$ cat src/include/status_record_pkg.sv
// Constants shared by the status record packer and its axis encoder.
// Assumes a single APB clock domain; all offsets are APB byte addresses.
package status_record_pkg;
   // Register byte offsets
   localparam logic [7:0] ADDR_CTRL = 8'h00;
   localparam logic [7:0] ADDR_STATUS = 8'h04;
   localparam logic [7:0] ADDR_IRQ_STAT = 8'h08;
   localparam logic [7:0] ADDR_IRQ_CLR = 8'h0c;
   localparam logic [7:0] ADDR_IRQ_EN = 8'h10;
   localparam logic [7:0] ADDR_HEADER = 8'h14;
   // Control fields
   localparam int CTRL_SEL_W = 11;
   localparam int CTRL_REC_GO = 16;
   localparam int CTRL_LAY_GO = 17;
   localparam logic [10:0] CTRL_RESET = 11'h000;
   // Block-present bitmap positions
   localparam int HDR_MARK_BIT = 15;
   localparam int HDR_GEN_BIT = 10;
   localparam int HDR_PLANE2_BIT = 9;
   localparam int HDR_PLANE1_BIT = 8;
   // Block sizes in bytes
   localparam logic [7:0] HEADER_BYTES = 8'h04;
   localparam logic [7:0] GEN_BYTES = 8'h04;
   localparam logic [7:0] PLANE_BYTES = 8'h08;
   localparam logic [7:0] AXIS_BYTES = 8'h0a;
   localparam logic [7:0] LAYOUT_BYTES = 8'h04;
   // Scaling
   localparam int VEL_SHIFT = 6;
   localparam logic signed [31:0] TORQUE_MAX = 32'sd32767;
   // Interrupt events
   localparam int IRQ_W = 3;
   localparam int IRQ_REC_DONE = 0;
   localparam int IRQ_LAY_DONE = 1;
   localparam int IRQ_REFUSED = 2;
   // Section sequence: header, general, plane 1, plane 2, axes, end
   localparam logic [3:0] SECT_HDR = 4'h0;
   localparam logic [3:0] SECT_GEN = 4'h1;
   localparam logic [3:0] SECT_PLANE1 = 4'h2;
   localparam logic [3:0] SECT_PLANE2 = 4'h3;
   localparam logic [3:0] SECT_AXIS0 = 4'h4;
   localparam logic [3:0] SECT_END = 4'hc;
   localparam int MAX_AXES = 8;
   typedef enum logic [1:0] {
      st_idle = 2'b00,
      st_record = 2'b01,
      st_layout = 2'b11
   } seq_state_t;
endpackage : status_record_pkg

$ cat src/logic/status_record_packer.sv
// Status record packer: APB-controlled byte streamer for the binary
// status record and the record layout answer.
// Assumes synchronous status inputs from the motion logic and a byte
// sink with valid/ready handshake.
// Overview of operation
// - Header bitmap: marker bit, block flags
// - Header length counts whole record
// - Length sent low byte first
// - General status byte flag layout
// - Axis switch byte flag layout
// - Axis status upper byte flags
// - Axis status lower byte flags
// - Plane status word flag layout
// - Record velocity is 64 times report
// - Torque bounded to plus/minus 32767
// - Layout query returns axis count and three size bytes
// - Empty selection returns every block
`timescale 1ns/1ps
module status_record_packer #(
   parameter int NAXES = status_record_pkg::MAX_AXES
) (
   input wire logic pclk,
   input wire logic presetn,
   input wire logic [7:0] paddr,
   input wire logic psel,
   input wire logic penable,
   input wire logic pwrite,
   input wire logic [31:0] pwdata,
   output logic [31:0] prdata,
   output logic pready,
   output logic pslverr,
   output logic irq,
   input wire logic [15:0] sample_number,
   input wire logic [7:0] error_code,
   input wire logic [3:0] gen_flags,
   input wire logic [31:0] plane_segments,
   input wire logic [7:0] plane_flags,
   input wire logic [63:0] plane_distance,
   input wire logic [NAXES*16-1:0] axis_flags,
   input wire logic [NAXES*6-1:0] axis_switches,
   input wire logic [NAXES*8-1:0] axis_stop_code,
   input wire logic [NAXES*32-1:0] axis_velocity,
   input wire logic [NAXES*32-1:0] axis_torque,
   output logic [7:0] out_data,
   output logic out_valid,
   input wire logic out_ready,
   output logic out_last
);
   ////////////////////////////////////////////////////////////////////
   // Helpers
   function automatic logic [7:0] byte_at(input logic [79:0] v, input logic [3:0] i);
      return v[{i, 3'b000} +: 8];
   endfunction : byte_at

   function automatic logic sect_on(input logic [3:0] s, input logic [15:0] bm);
      logic r;
      r = 1'b0;
      if (s == status_record_pkg::SECT_GEN) begin
         r = bm[status_record_pkg::HDR_GEN_BIT];
      end else if (s == status_record_pkg::SECT_PLANE1) begin
         r = bm[status_record_pkg::HDR_PLANE1_BIT];
      end else if (s == status_record_pkg::SECT_PLANE2) begin
         r = bm[status_record_pkg::HDR_PLANE2_BIT];
      end else if (s >= status_record_pkg::SECT_AXIS0 && s < status_record_pkg::SECT_END) begin
         r = bm[3'(s - status_record_pkg::SECT_AXIS0)];
      end
      return r;
   endfunction : sect_on

   function automatic logic [3:0] next_sect(input logic [3:0] cur, input logic [15:0] bm);
      logic [3:0] r;
      r = status_record_pkg::SECT_END;
      for (int k = 11; k >= 1; k--) begin
         if (4'(k) > cur && sect_on(4'(k), bm)) begin
            r = 4'(k);
         end
      end
      return r;
   endfunction : next_sect

   function automatic logic [7:0] sect_size(input logic [3:0] s);
      logic [7:0] r;
      r = status_record_pkg::AXIS_BYTES;
      if (s == status_record_pkg::SECT_HDR) begin
         r = status_record_pkg::HEADER_BYTES;
      end else if (s == status_record_pkg::SECT_GEN) begin
         r = status_record_pkg::GEN_BYTES;
      end else if (s == status_record_pkg::SECT_PLANE1 || s == status_record_pkg::SECT_PLANE2) begin
         r = status_record_pkg::PLANE_BYTES;
      end
      return r;
   endfunction : sect_size

   function automatic logic [15:0] rec_length(input logic [15:0] bm);
      logic [15:0] r;
      r = 16'(status_record_pkg::HEADER_BYTES);
      for (int k = 1; k < 12; k++) begin
         if (sect_on(4'(k), bm)) begin
            r = r + 16'(sect_size(4'(k)));
         end
      end
      return r;
   endfunction : rec_length

   // plane status word with unused bits at zero
   function automatic logic [15:0] plane_word(input logic [3:0] f);
      return {f[3], 9'h000, f[2:0], 3'h0};
   endfunction : plane_word

   ////////////////////////////////////////////////////////////////////
   // State
   localparam logic [7:0] AXIS_EXIST = 8'((9'h001 << NAXES) - 9'h001);

   status_record_pkg::seq_state_t st;
   logic [10:0] sel_mask;
   logic [15:0] bitmap;
   logic [15:0] rec_len;
   logic [3:0] sect;
   logic [3:0] idx;
   localparam int IRQ_W_L = status_record_pkg::IRQ_W;
   logic [IRQ_W_L-1:0] irq_stat;
   logic [IRQ_W_L-1:0] irq_en;

   logic apb_wr;
   logic ctrl_wr;
   logic start_rec;
   logic start_lay;
   logic adv;
   logic last_byte;
   logic [15:0] new_bitmap;
   logic [3:0] next_s;
   logic [3:0] tgt_sect;
   logic [3:0] tgt_idx;
   logic [15:0] tgt_bitmap;
   logic [7:0] tgt_byte;
   logic [2:0] ax;
   logic [79:0] axis_blk;
   logic [IRQ_W_L-1:0] irq_ev;
   logic [IRQ_W_L-1:0] irq_clr;
   logic mapped;

   ////////////////////////////////////////////////////////////////////
   // APB decode; every access completes without wait states
   assign pready = 1'b1;
   assign apb_wr = psel && penable && pwrite;
   assign ctrl_wr = apb_wr && paddr == status_record_pkg::ADDR_CTRL;
   assign mapped = paddr == status_record_pkg::ADDR_CTRL || paddr == status_record_pkg::ADDR_STATUS
      || paddr == status_record_pkg::ADDR_IRQ_STAT || paddr == status_record_pkg::ADDR_IRQ_CLR
      || paddr == status_record_pkg::ADDR_IRQ_EN || paddr == status_record_pkg::ADDR_HEADER;
   assign pslverr = psel && penable && !mapped;
   assign start_rec = ctrl_wr && pwdata[status_record_pkg::CTRL_REC_GO]
      && st == status_record_pkg::st_idle;
   // Record start wins when both go bits are written together
   assign start_lay = ctrl_wr && pwdata[status_record_pkg::CTRL_LAY_GO]
      && !pwdata[status_record_pkg::CTRL_REC_GO] && st == status_record_pkg::st_idle;

   // bitmap from the selection; empty selection takes all
   always_comb begin
      if (pwdata[10:0] == 11'h000) begin
         new_bitmap = {1'b1, 4'h0, 3'b111, AXIS_EXIST};
      end else begin
         new_bitmap = {1'b1, 4'h0, pwdata[10:8], pwdata[7:0] & AXIS_EXIST};
      end
   end

   ////////////////////////////////////////////////////////////////////
   // Position of the byte that will be on out_data next cycle
   assign out_valid = st != status_record_pkg::st_idle;
   assign adv = out_valid && out_ready;
   assign next_s = next_sect(sect, bitmap);
   assign last_byte = st == status_record_pkg::st_layout
      ? idx == 4'(status_record_pkg::LAYOUT_BYTES - 8'h01)
      : idx == 4'(sect_size(sect) - 8'h01) && next_s == status_record_pkg::SECT_END;
   assign out_last = out_valid && last_byte;

   always_comb begin
      tgt_sect = sect;
      tgt_idx = idx;
      tgt_bitmap = bitmap;
      if (start_rec || start_lay) begin
         tgt_sect = status_record_pkg::SECT_HDR;
         tgt_idx = 4'h0;
         tgt_bitmap = start_rec ? new_bitmap : bitmap;
      end else if (adv && st == status_record_pkg::st_record
         && idx == 4'(sect_size(sect) - 8'h01)) begin
         tgt_sect = next_s;
         tgt_idx = 4'h0;
      end else if (adv) begin
         tgt_idx = idx + 4'h1;
      end
   end

   assign ax = 4'(tgt_sect - status_record_pkg::SECT_AXIS0) < 4'(NAXES) // Never past fitted axes
      ? 3'(tgt_sect - status_record_pkg::SECT_AXIS0) : 3'h0;
   axis_block_encoder u_axis_enc (
      .flags(axis_flags[ax*16 +: 16]),
      .switches(axis_switches[ax*6 +: 6]),
      .stop_code(axis_stop_code[ax*8 +: 8]),
      .vel_raw(axis_velocity[ax*32 +: 32]),
      .torque_raw(axis_torque[ax*32 +: 32]),
      .block(axis_blk)
   );

   // Byte select for the target position
   always_comb begin
      if (start_lay || (st == status_record_pkg::st_layout && !start_rec)) begin
         // axis count then general, plane and axis sizes
         tgt_byte = byte_at({48'h0, status_record_pkg::AXIS_BYTES, status_record_pkg::PLANE_BYTES,
            status_record_pkg::GEN_BYTES, 8'(NAXES)}, tgt_idx);
      end else begin
         unique case (tgt_sect)
            // bitmap then length, each low byte first
            status_record_pkg::SECT_HDR:
               tgt_byte = byte_at({48'h0, rec_length(tgt_bitmap), tgt_bitmap}, tgt_idx);
            // general status with unused bits zero
            status_record_pkg::SECT_GEN:
               tgt_byte = byte_at({48'h0, gen_flags[3], 4'h0, gen_flags[2:0], error_code,
                  sample_number}, tgt_idx);
            status_record_pkg::SECT_PLANE1:
               tgt_byte = byte_at({16'h0, plane_distance[31:0], plane_word(plane_flags[3:0]),
                  plane_segments[15:0]}, tgt_idx);
            status_record_pkg::SECT_PLANE2:
               tgt_byte = byte_at({16'h0, plane_distance[63:32], plane_word(plane_flags[7:4]),
                  plane_segments[31:16]}, tgt_idx);
            default:
               tgt_byte = byte_at(axis_blk, tgt_idx);
         endcase
      end
   end

   ////////////////////////////////////////////////////////////////////
   // Stream position and registered output byte
   always_ff @(posedge pclk or negedge presetn) begin
      if (!presetn) begin
         sect <= status_record_pkg::SECT_HDR;
         idx <= 4'h0;
         bitmap <= 16'h8000;
         rec_len <= 16'h0000;
         out_data <= 8'h00;
      end else begin
         sect <= tgt_sect;
         idx <= tgt_idx;
         bitmap <= tgt_bitmap;
         rec_len <= rec_length(tgt_bitmap);
         out_data <= tgt_byte;
      end
   end

   // Sequencer; a start while busy is refused and flagged
   always_ff @(posedge pclk or negedge presetn) begin
      if (!presetn) begin
         st <= status_record_pkg::st_idle;
      end else begin
         unique case (st)
            status_record_pkg::st_idle: begin
               if (start_rec) begin
                  st <= status_record_pkg::st_record;
               end else if (start_lay) begin
                  st <= status_record_pkg::st_layout;
               end
            end
            status_record_pkg::st_record,
            status_record_pkg::st_layout: begin
               if (adv && last_byte) begin
                  st <= status_record_pkg::st_idle;
               end
            end
            default: st <= status_record_pkg::st_idle;
         endcase
      end
   end

   ////////////////////////////////////////////////////////////////////
   // Control register keeps the last block selection
   always_ff @(posedge pclk or negedge presetn) begin
      if (!presetn) begin
         sel_mask <= status_record_pkg::CTRL_RESET;
      end else if (ctrl_wr) begin
         sel_mask <= pwdata[10:0];
      end
   end

   // Interrupts: event set wins over a same-cycle clear
   assign irq_ev[status_record_pkg::IRQ_REC_DONE] =
      adv && last_byte && st == status_record_pkg::st_record;
   assign irq_ev[status_record_pkg::IRQ_LAY_DONE] =
      adv && last_byte && st == status_record_pkg::st_layout;
   assign irq_ev[status_record_pkg::IRQ_REFUSED] = ctrl_wr
      && (pwdata[status_record_pkg::CTRL_REC_GO] || pwdata[status_record_pkg::CTRL_LAY_GO])
      && st != status_record_pkg::st_idle;
   assign irq_clr = (apb_wr && paddr == status_record_pkg::ADDR_IRQ_CLR)
      ? pwdata[IRQ_W_L-1:0] : '0;

   always_ff @(posedge pclk or negedge presetn) begin
      if (!presetn) begin
         irq_stat <= '0;
         irq_en <= '0;
      end else begin
         irq_stat <= (irq_stat & ~irq_clr) | irq_ev;
         if (apb_wr && paddr == status_record_pkg::ADDR_IRQ_EN) begin
            irq_en <= pwdata[IRQ_W_L-1:0];
         end
      end
   end

   assign irq = |(irq_stat & irq_en);

   // Read data registered in the setup cycle
   always_ff @(posedge pclk or negedge presetn) begin
      if (!presetn) begin
         prdata <= 32'h0000_0000;
      end else if (psel && !penable && !pwrite) begin
         unique case (paddr)
            status_record_pkg::ADDR_CTRL: prdata <= {21'h0, sel_mask};
            status_record_pkg::ADDR_STATUS: prdata <= {16'h0, 14'h0,
               st == status_record_pkg::st_layout, st == status_record_pkg::st_record};
            status_record_pkg::ADDR_IRQ_STAT: prdata <= 32'(irq_stat);
            status_record_pkg::ADDR_IRQ_EN: prdata <= 32'(irq_en);
            status_record_pkg::ADDR_HEADER: prdata <= {rec_len, bitmap};
            default: prdata <= 32'h0000_0000;
         endcase
      end
   end

   ////////////////////////////////////////////////////////////////////
   // Checks
   chk_hdr_marker: assert property (@(posedge pclk) disable iff (!presetn)
      (st == status_record_pkg::st_record && sect == status_record_pkg::SECT_HDR && idx == 4'h1)
      |-> out_data[7] && out_data[6:3] == 4'h0)
      else $error("header marker bit or unused bits wrong");
   chk_len_order: assert property (@(posedge pclk) disable iff (!presetn)
      (st == status_record_pkg::st_record && sect == 4'h0 && idx == 4'h2 && out_ready)
      |-> out_data == rec_len[7:0] ##1 out_data == rec_len[15:8])
      else $error("record length not low byte first");
   chk_len_total: assert property (@(posedge pclk) disable iff (!presetn)
      $rose(st == status_record_pkg::st_record)
      |-> rec_len == rec_length(bitmap) && rec_len >= 16'(status_record_pkg::HEADER_BYTES))
      else $error("record length wrong");
   chk_gen_unused: assert property (@(posedge pclk) disable iff (!presetn)
      (st == status_record_pkg::st_record && sect == status_record_pkg::SECT_GEN && idx == 4'h3)
      |-> out_data[6:3] == 4'h0)
      else $error("general status unused bits set");
   chk_switch_unused: assert property (@(posedge pclk) disable iff (!presetn)
      (st == status_record_pkg::st_record && sect >= status_record_pkg::SECT_AXIS0
      && idx == 4'h2) |-> out_data[5:4] == 2'b00)
      else $error("switch byte unused bits set");
   chk_axis_word: assert property (@(posedge pclk) disable iff (!presetn)
      (tgt_sect >= status_record_pkg::SECT_AXIS0 && tgt_idx == 4'h1
      && st == status_record_pkg::st_record) |=> out_data == $past(axis_flags[ax*16+8 +: 8]))
      else $error("axis status upper byte wrong");
   chk_plane_unused: assert property (@(posedge pclk) disable iff (!presetn)
      (st == status_record_pkg::st_record && sect == status_record_pkg::SECT_PLANE1
      && idx == 4'h2) |-> out_data[2:0] == 3'h0 && out_data[7:6] == 2'b00)
      else $error("plane status unused bits set");
   chk_vel_scale: assert property (@(posedge pclk) disable iff (!presetn)
      axis_blk[37:32] == 6'h00 && axis_blk[63:38] == axis_velocity[ax*32 +: 26])
      else $error("velocity not scaled by 64");
   chk_torque_bound: assert property (@(posedge pclk) disable iff (!presetn)
      axis_blk[79:64] != 16'h8000)
      else $error("torque outside symmetric range");
   chk_layout_bytes: assert property (@(posedge pclk) disable iff (!presetn)
      start_lay |=> out_valid && out_data == 8'(NAXES) && !out_last)
      else $error("layout answer wrong");
   chk_all_blocks: assert property (@(posedge pclk) disable iff (!presetn)
      (start_rec && pwdata[10:0] == 11'h000) |=> bitmap[10:8] == 3'b111
      && bitmap[7:0] == AXIS_EXIST)
      else $error("empty selection did not take every block");
endmodule : status_record_packer

$ cat src/logic/axis_block_encoder.sv
// Encodes one axis block: status word, switch byte, stop code,
// scaled velocity and bounded torque, little-endian byte order.
// Assumes inputs are stable for the cycle they are sampled in.
`timescale 1ns/1ps
module axis_block_encoder (
   input wire logic [15:0] flags,
   input wire logic [5:0] switches,
   input wire logic [7:0] stop_code,
   input wire logic [31:0] vel_raw,
   input wire logic [31:0] torque_raw,
   output logic [79:0] block
);
   ////////////////////////////////////////////////////////////////////
   // Clamp to the symmetric torque range; -32768 is never emitted
   function automatic logic [15:0] bound_torque(input logic signed [31:0] t);
      logic signed [31:0] r;
      r = t;
      if (t > status_record_pkg::TORQUE_MAX) begin
         r = status_record_pkg::TORQUE_MAX;
      end else if (t < -status_record_pkg::TORQUE_MAX) begin
         r = -status_record_pkg::TORQUE_MAX;
      end
      return r[15:0];
   endfunction : bound_torque

   logic [7:0] switch_byte;
   logic [31:0] vel_scaled;

   assign switch_byte = {switches[5:4], 2'b00, switches[3:0]};
   // velocity times 64; top bits drop as the raw value wraps
   assign vel_scaled = {vel_raw[31-status_record_pkg::VEL_SHIFT:0], 6'h00};
   // status word passes every defined flag; torque bounded
   assign block = {bound_torque(torque_raw), vel_scaled, stop_code, switch_byte, flags};
endmodule : axis_block_encoder

$ cat config.mk
export PLATFORM = sky130hd
export DESIGN_NAME = status_record_packer
export DESIGN_NICKNAME = d
export VERILOG_FILES = /design/src/include/status_record_pkg.sv /design/src/logic/status_record_packer.sv /design/src/logic/axis_block_encoder.sv
export SDC_FILE = /design/constraint.sdc
export NUM_CORES = 1
export LEC_CHECK = 0
export ABC_AREA = 1
export BUFFER_PORTS_ARGS = -buffer_cell sky130_fd_sc_hd__buf_2
export CAP_MARGIN = 20
export CORE_AREA = 2 2 374 376
export CTS_CLUSTER_DIAMETER = 120
export DETAILED_ROUTE_END_ITERATION = 7
export DIE_AREA = 0 0 376 378
export PLACE_DENSITY = 0.41
export SLEW_MARGIN = 20
export SYNTH_ARGS = -nofsm -noshare
export SYNTH_HDL_FRONTEND = slang
export SYNTH_HIERARCHICAL = 1
export SYNTH_SLANG_ARGS = --single-unit
$ cat constraint.sdc
create_clock -name pclk -period 6 [get_ports pclk]
set_clock_uncertainty 0.05 [all_clocks]
set_input_delay 0 -clock pclk [delete_from_list [all_inputs] [get_ports pclk]]
set_output_delay 0 -clock pclk [all_outputs]
set_load 0.1 [all_outputs]
==> key figures <==
CTS
  – CTS root buf: clkbuf_16
  – CTS H-tree depth: 3
  – Clk_lat worst skew: 0.36 ns
  – CTS Buf Count: 9
  – CTS tree: done
  – Max clock buf depth: 2
  – Clk pin slew, worst setup/hold paths: 0.07 ns
  – CTS Sinks: 93

Min path
  – Classification of the worst-slack hold path: in -> reg
  – WHS Path Cells: 3

Detailed routing
  – Remaining antenna violation count: 0
  – WL final: 129.5 mm
  – Vias/cell: 4.116
  – First DRT Iteration DRCs: 1287
  – DR vias: 21335
  – DR pass1 iterations: 5
  – Drc violations: 0
  – DR WL/cell: 24.99 um

Finish
  – Most frequent cells in the layout: 902 x buf_2, 659 x nand2_1, 265 x nor2_1
  – Register Area: 2331 um^2
  – Most common cell after layout, fill and taps aside: buf_2
  – Layout area overhead: 53.08%
  – Fillers: 16327
  – Multi-input logic area: 10730 um^2
  – Layout cell share with drive strength beyond 1: 36.73%
  – # nets final: 4296

Setup path
  – WP data required: 6.22 ns
  – Worst setup SP type: flop
  – Critical path peak fanout: 23
  – Crit path DAT: 5.88 ns
  – FF-to-FF path depth: 25
  – Crit path kind: reg -> reg
  – CP peak stage delay: 0.69 ns
  – Setup crit end kind: flop
  – Slowest cell on crit path: a31oi_1

Global route
  – First-pass GRT wire length: 169.1 mm
  – Number of global-route vias before repair: 20230
  – Antenna violations before repair: 104
  – Pin count of the biggest net entering global routing: 81
  – Total gr overflow: 0
  – All-layer global routing usage: 17.26%

Power
  – Maximum vdd ir drop: 0.2511 mV
  – P_leak: 11.12 nW
  – Power per cell area: 507.1 nW/um^2
  – Total chip power: 11.36 mW

Floorplan
  – Num rows: 137
  – IO Pins: 975
  – Core area: 138500 um^2
  – Starting Density: 10.57%
  – Die ar.: 142100 um^2
  – Die height: 378 um
  – Die X: 376 um

Timing
  – Final Hold Fails: 0
  – Slew Viols, Final: 0
  – Final worst slack: 0.3364 ns
  – Setup tns final: 0 ns
  – Final Cycle Share: 94.39%
  – Worst-Margin Slew: 1.213 ns
  – Peak Freq: 0.1766 GHz
  – RSZ-0062 raised after global routing: false
  – Post-layout min period: 5.664 ns
  – Relative slew margins: 18.74%
  – WHS: 0.03607 ns
  – Final Setup Violations: 0

Logic synthesis
  – Cell Area, Synth: 14630 um^2
  – Avg Inst Size Synth: 5.844 um^2
  – Synth warn: 6
  – Gate Count Post-Synth: 2504

Placed design
  – Post-DP HPWL: 113.3 mm
  – Place WS: -0.1294 ns
  – PortBufs: 903
  – Final Wtd Congestion: 0.8765

Flow run
  – Max Cap Viol: 0

Status
  – Outcome: finished, final reports clean
==> critical path: cells and delay by family (launching register included) <==
kind,cells,cell delay (ns)
adder cells (fa/ha/maj),2,0.60
buffers and inverters,6,0.91
AO/OA/AOI/OAI,6,1.54
flip-flops,1,0.42
AND/OR/NAND/NOR,11,2.01
==> through the flow <==
stage / util [%] / cells / area [um^2]
3_5_place_dp: 15.61 / 5128 / 21610
5_1_grt: 16.15 / 5170 / 22370
4_1_cts: 15.94 / 5158 / 22070
2_1_floorplan: - / 2518 / 14690
3_3_place_gp: 15.60 / 5128 / 21610
6_report: 16.17 / 5183 / 22400
==> flip-flops by register name, indices dropped and copies added (netlist names) <==
signal	flops
rec_len	13
bitmap	16
sect	4
idx	4
prdata	29
st	2
out_data	8
irq_en	3
sel_mask	11
irq_stat	3
==> final timing paths <==
path,startpoint,to,slack (ns)
setup / recovery,sect[3],out_data[1],0.34
max in group asynchronous,presetn,st[1],4.56
setup reg to reg,sect[3],out_data[1],0.34
hold reg to reg,rec_len[2],prdata[18],0.41
min in group asynchronous,presetn,rec_len[13],0.16
hold / removal,pwdata[0],sel_mask[0],0.04
==> cell type report <==
class	count	area share, %
Multi-Input combinational cell	2005	47.88
Timing Repair Buffer	1086	27.36
Sequential cell	93	10.41
Tap cell	1807	10.09
Inverter	157	2.770
Clock buffer	9	1.005
Clock inverter	7	0.2737
Antenna cell	19	0.2122
==> power breakdown <==
part / switching, mW / internal (mW)
logic: 6.75 / 3.26
registers: 0.0731 / 0.711
clock network: 0.283 / 0.290
total: 7.10 / 4.26
==> metal layers <==
metal / GRT usage [%] / routed length [um] / up-vias
met1: 23.13 / 58290 / 9960
met2: 28.40 / 59110 / 877
met5: 0 / 453 / -
li1: - / - / 10262
met4: 2.257 / 1533 / 68
met3: 4.360 / 10140 / 168
==> repair_timing <==
item,CTS,global route
pin swaps,1,7
setup buffers,2,5
endpoints found under the hold margin,57,0
gates resized for setup,4,50
hold buffers,12,0
setup endpoints to repair,8,8
Note: power is estimated with default switching activity, not from simulation.
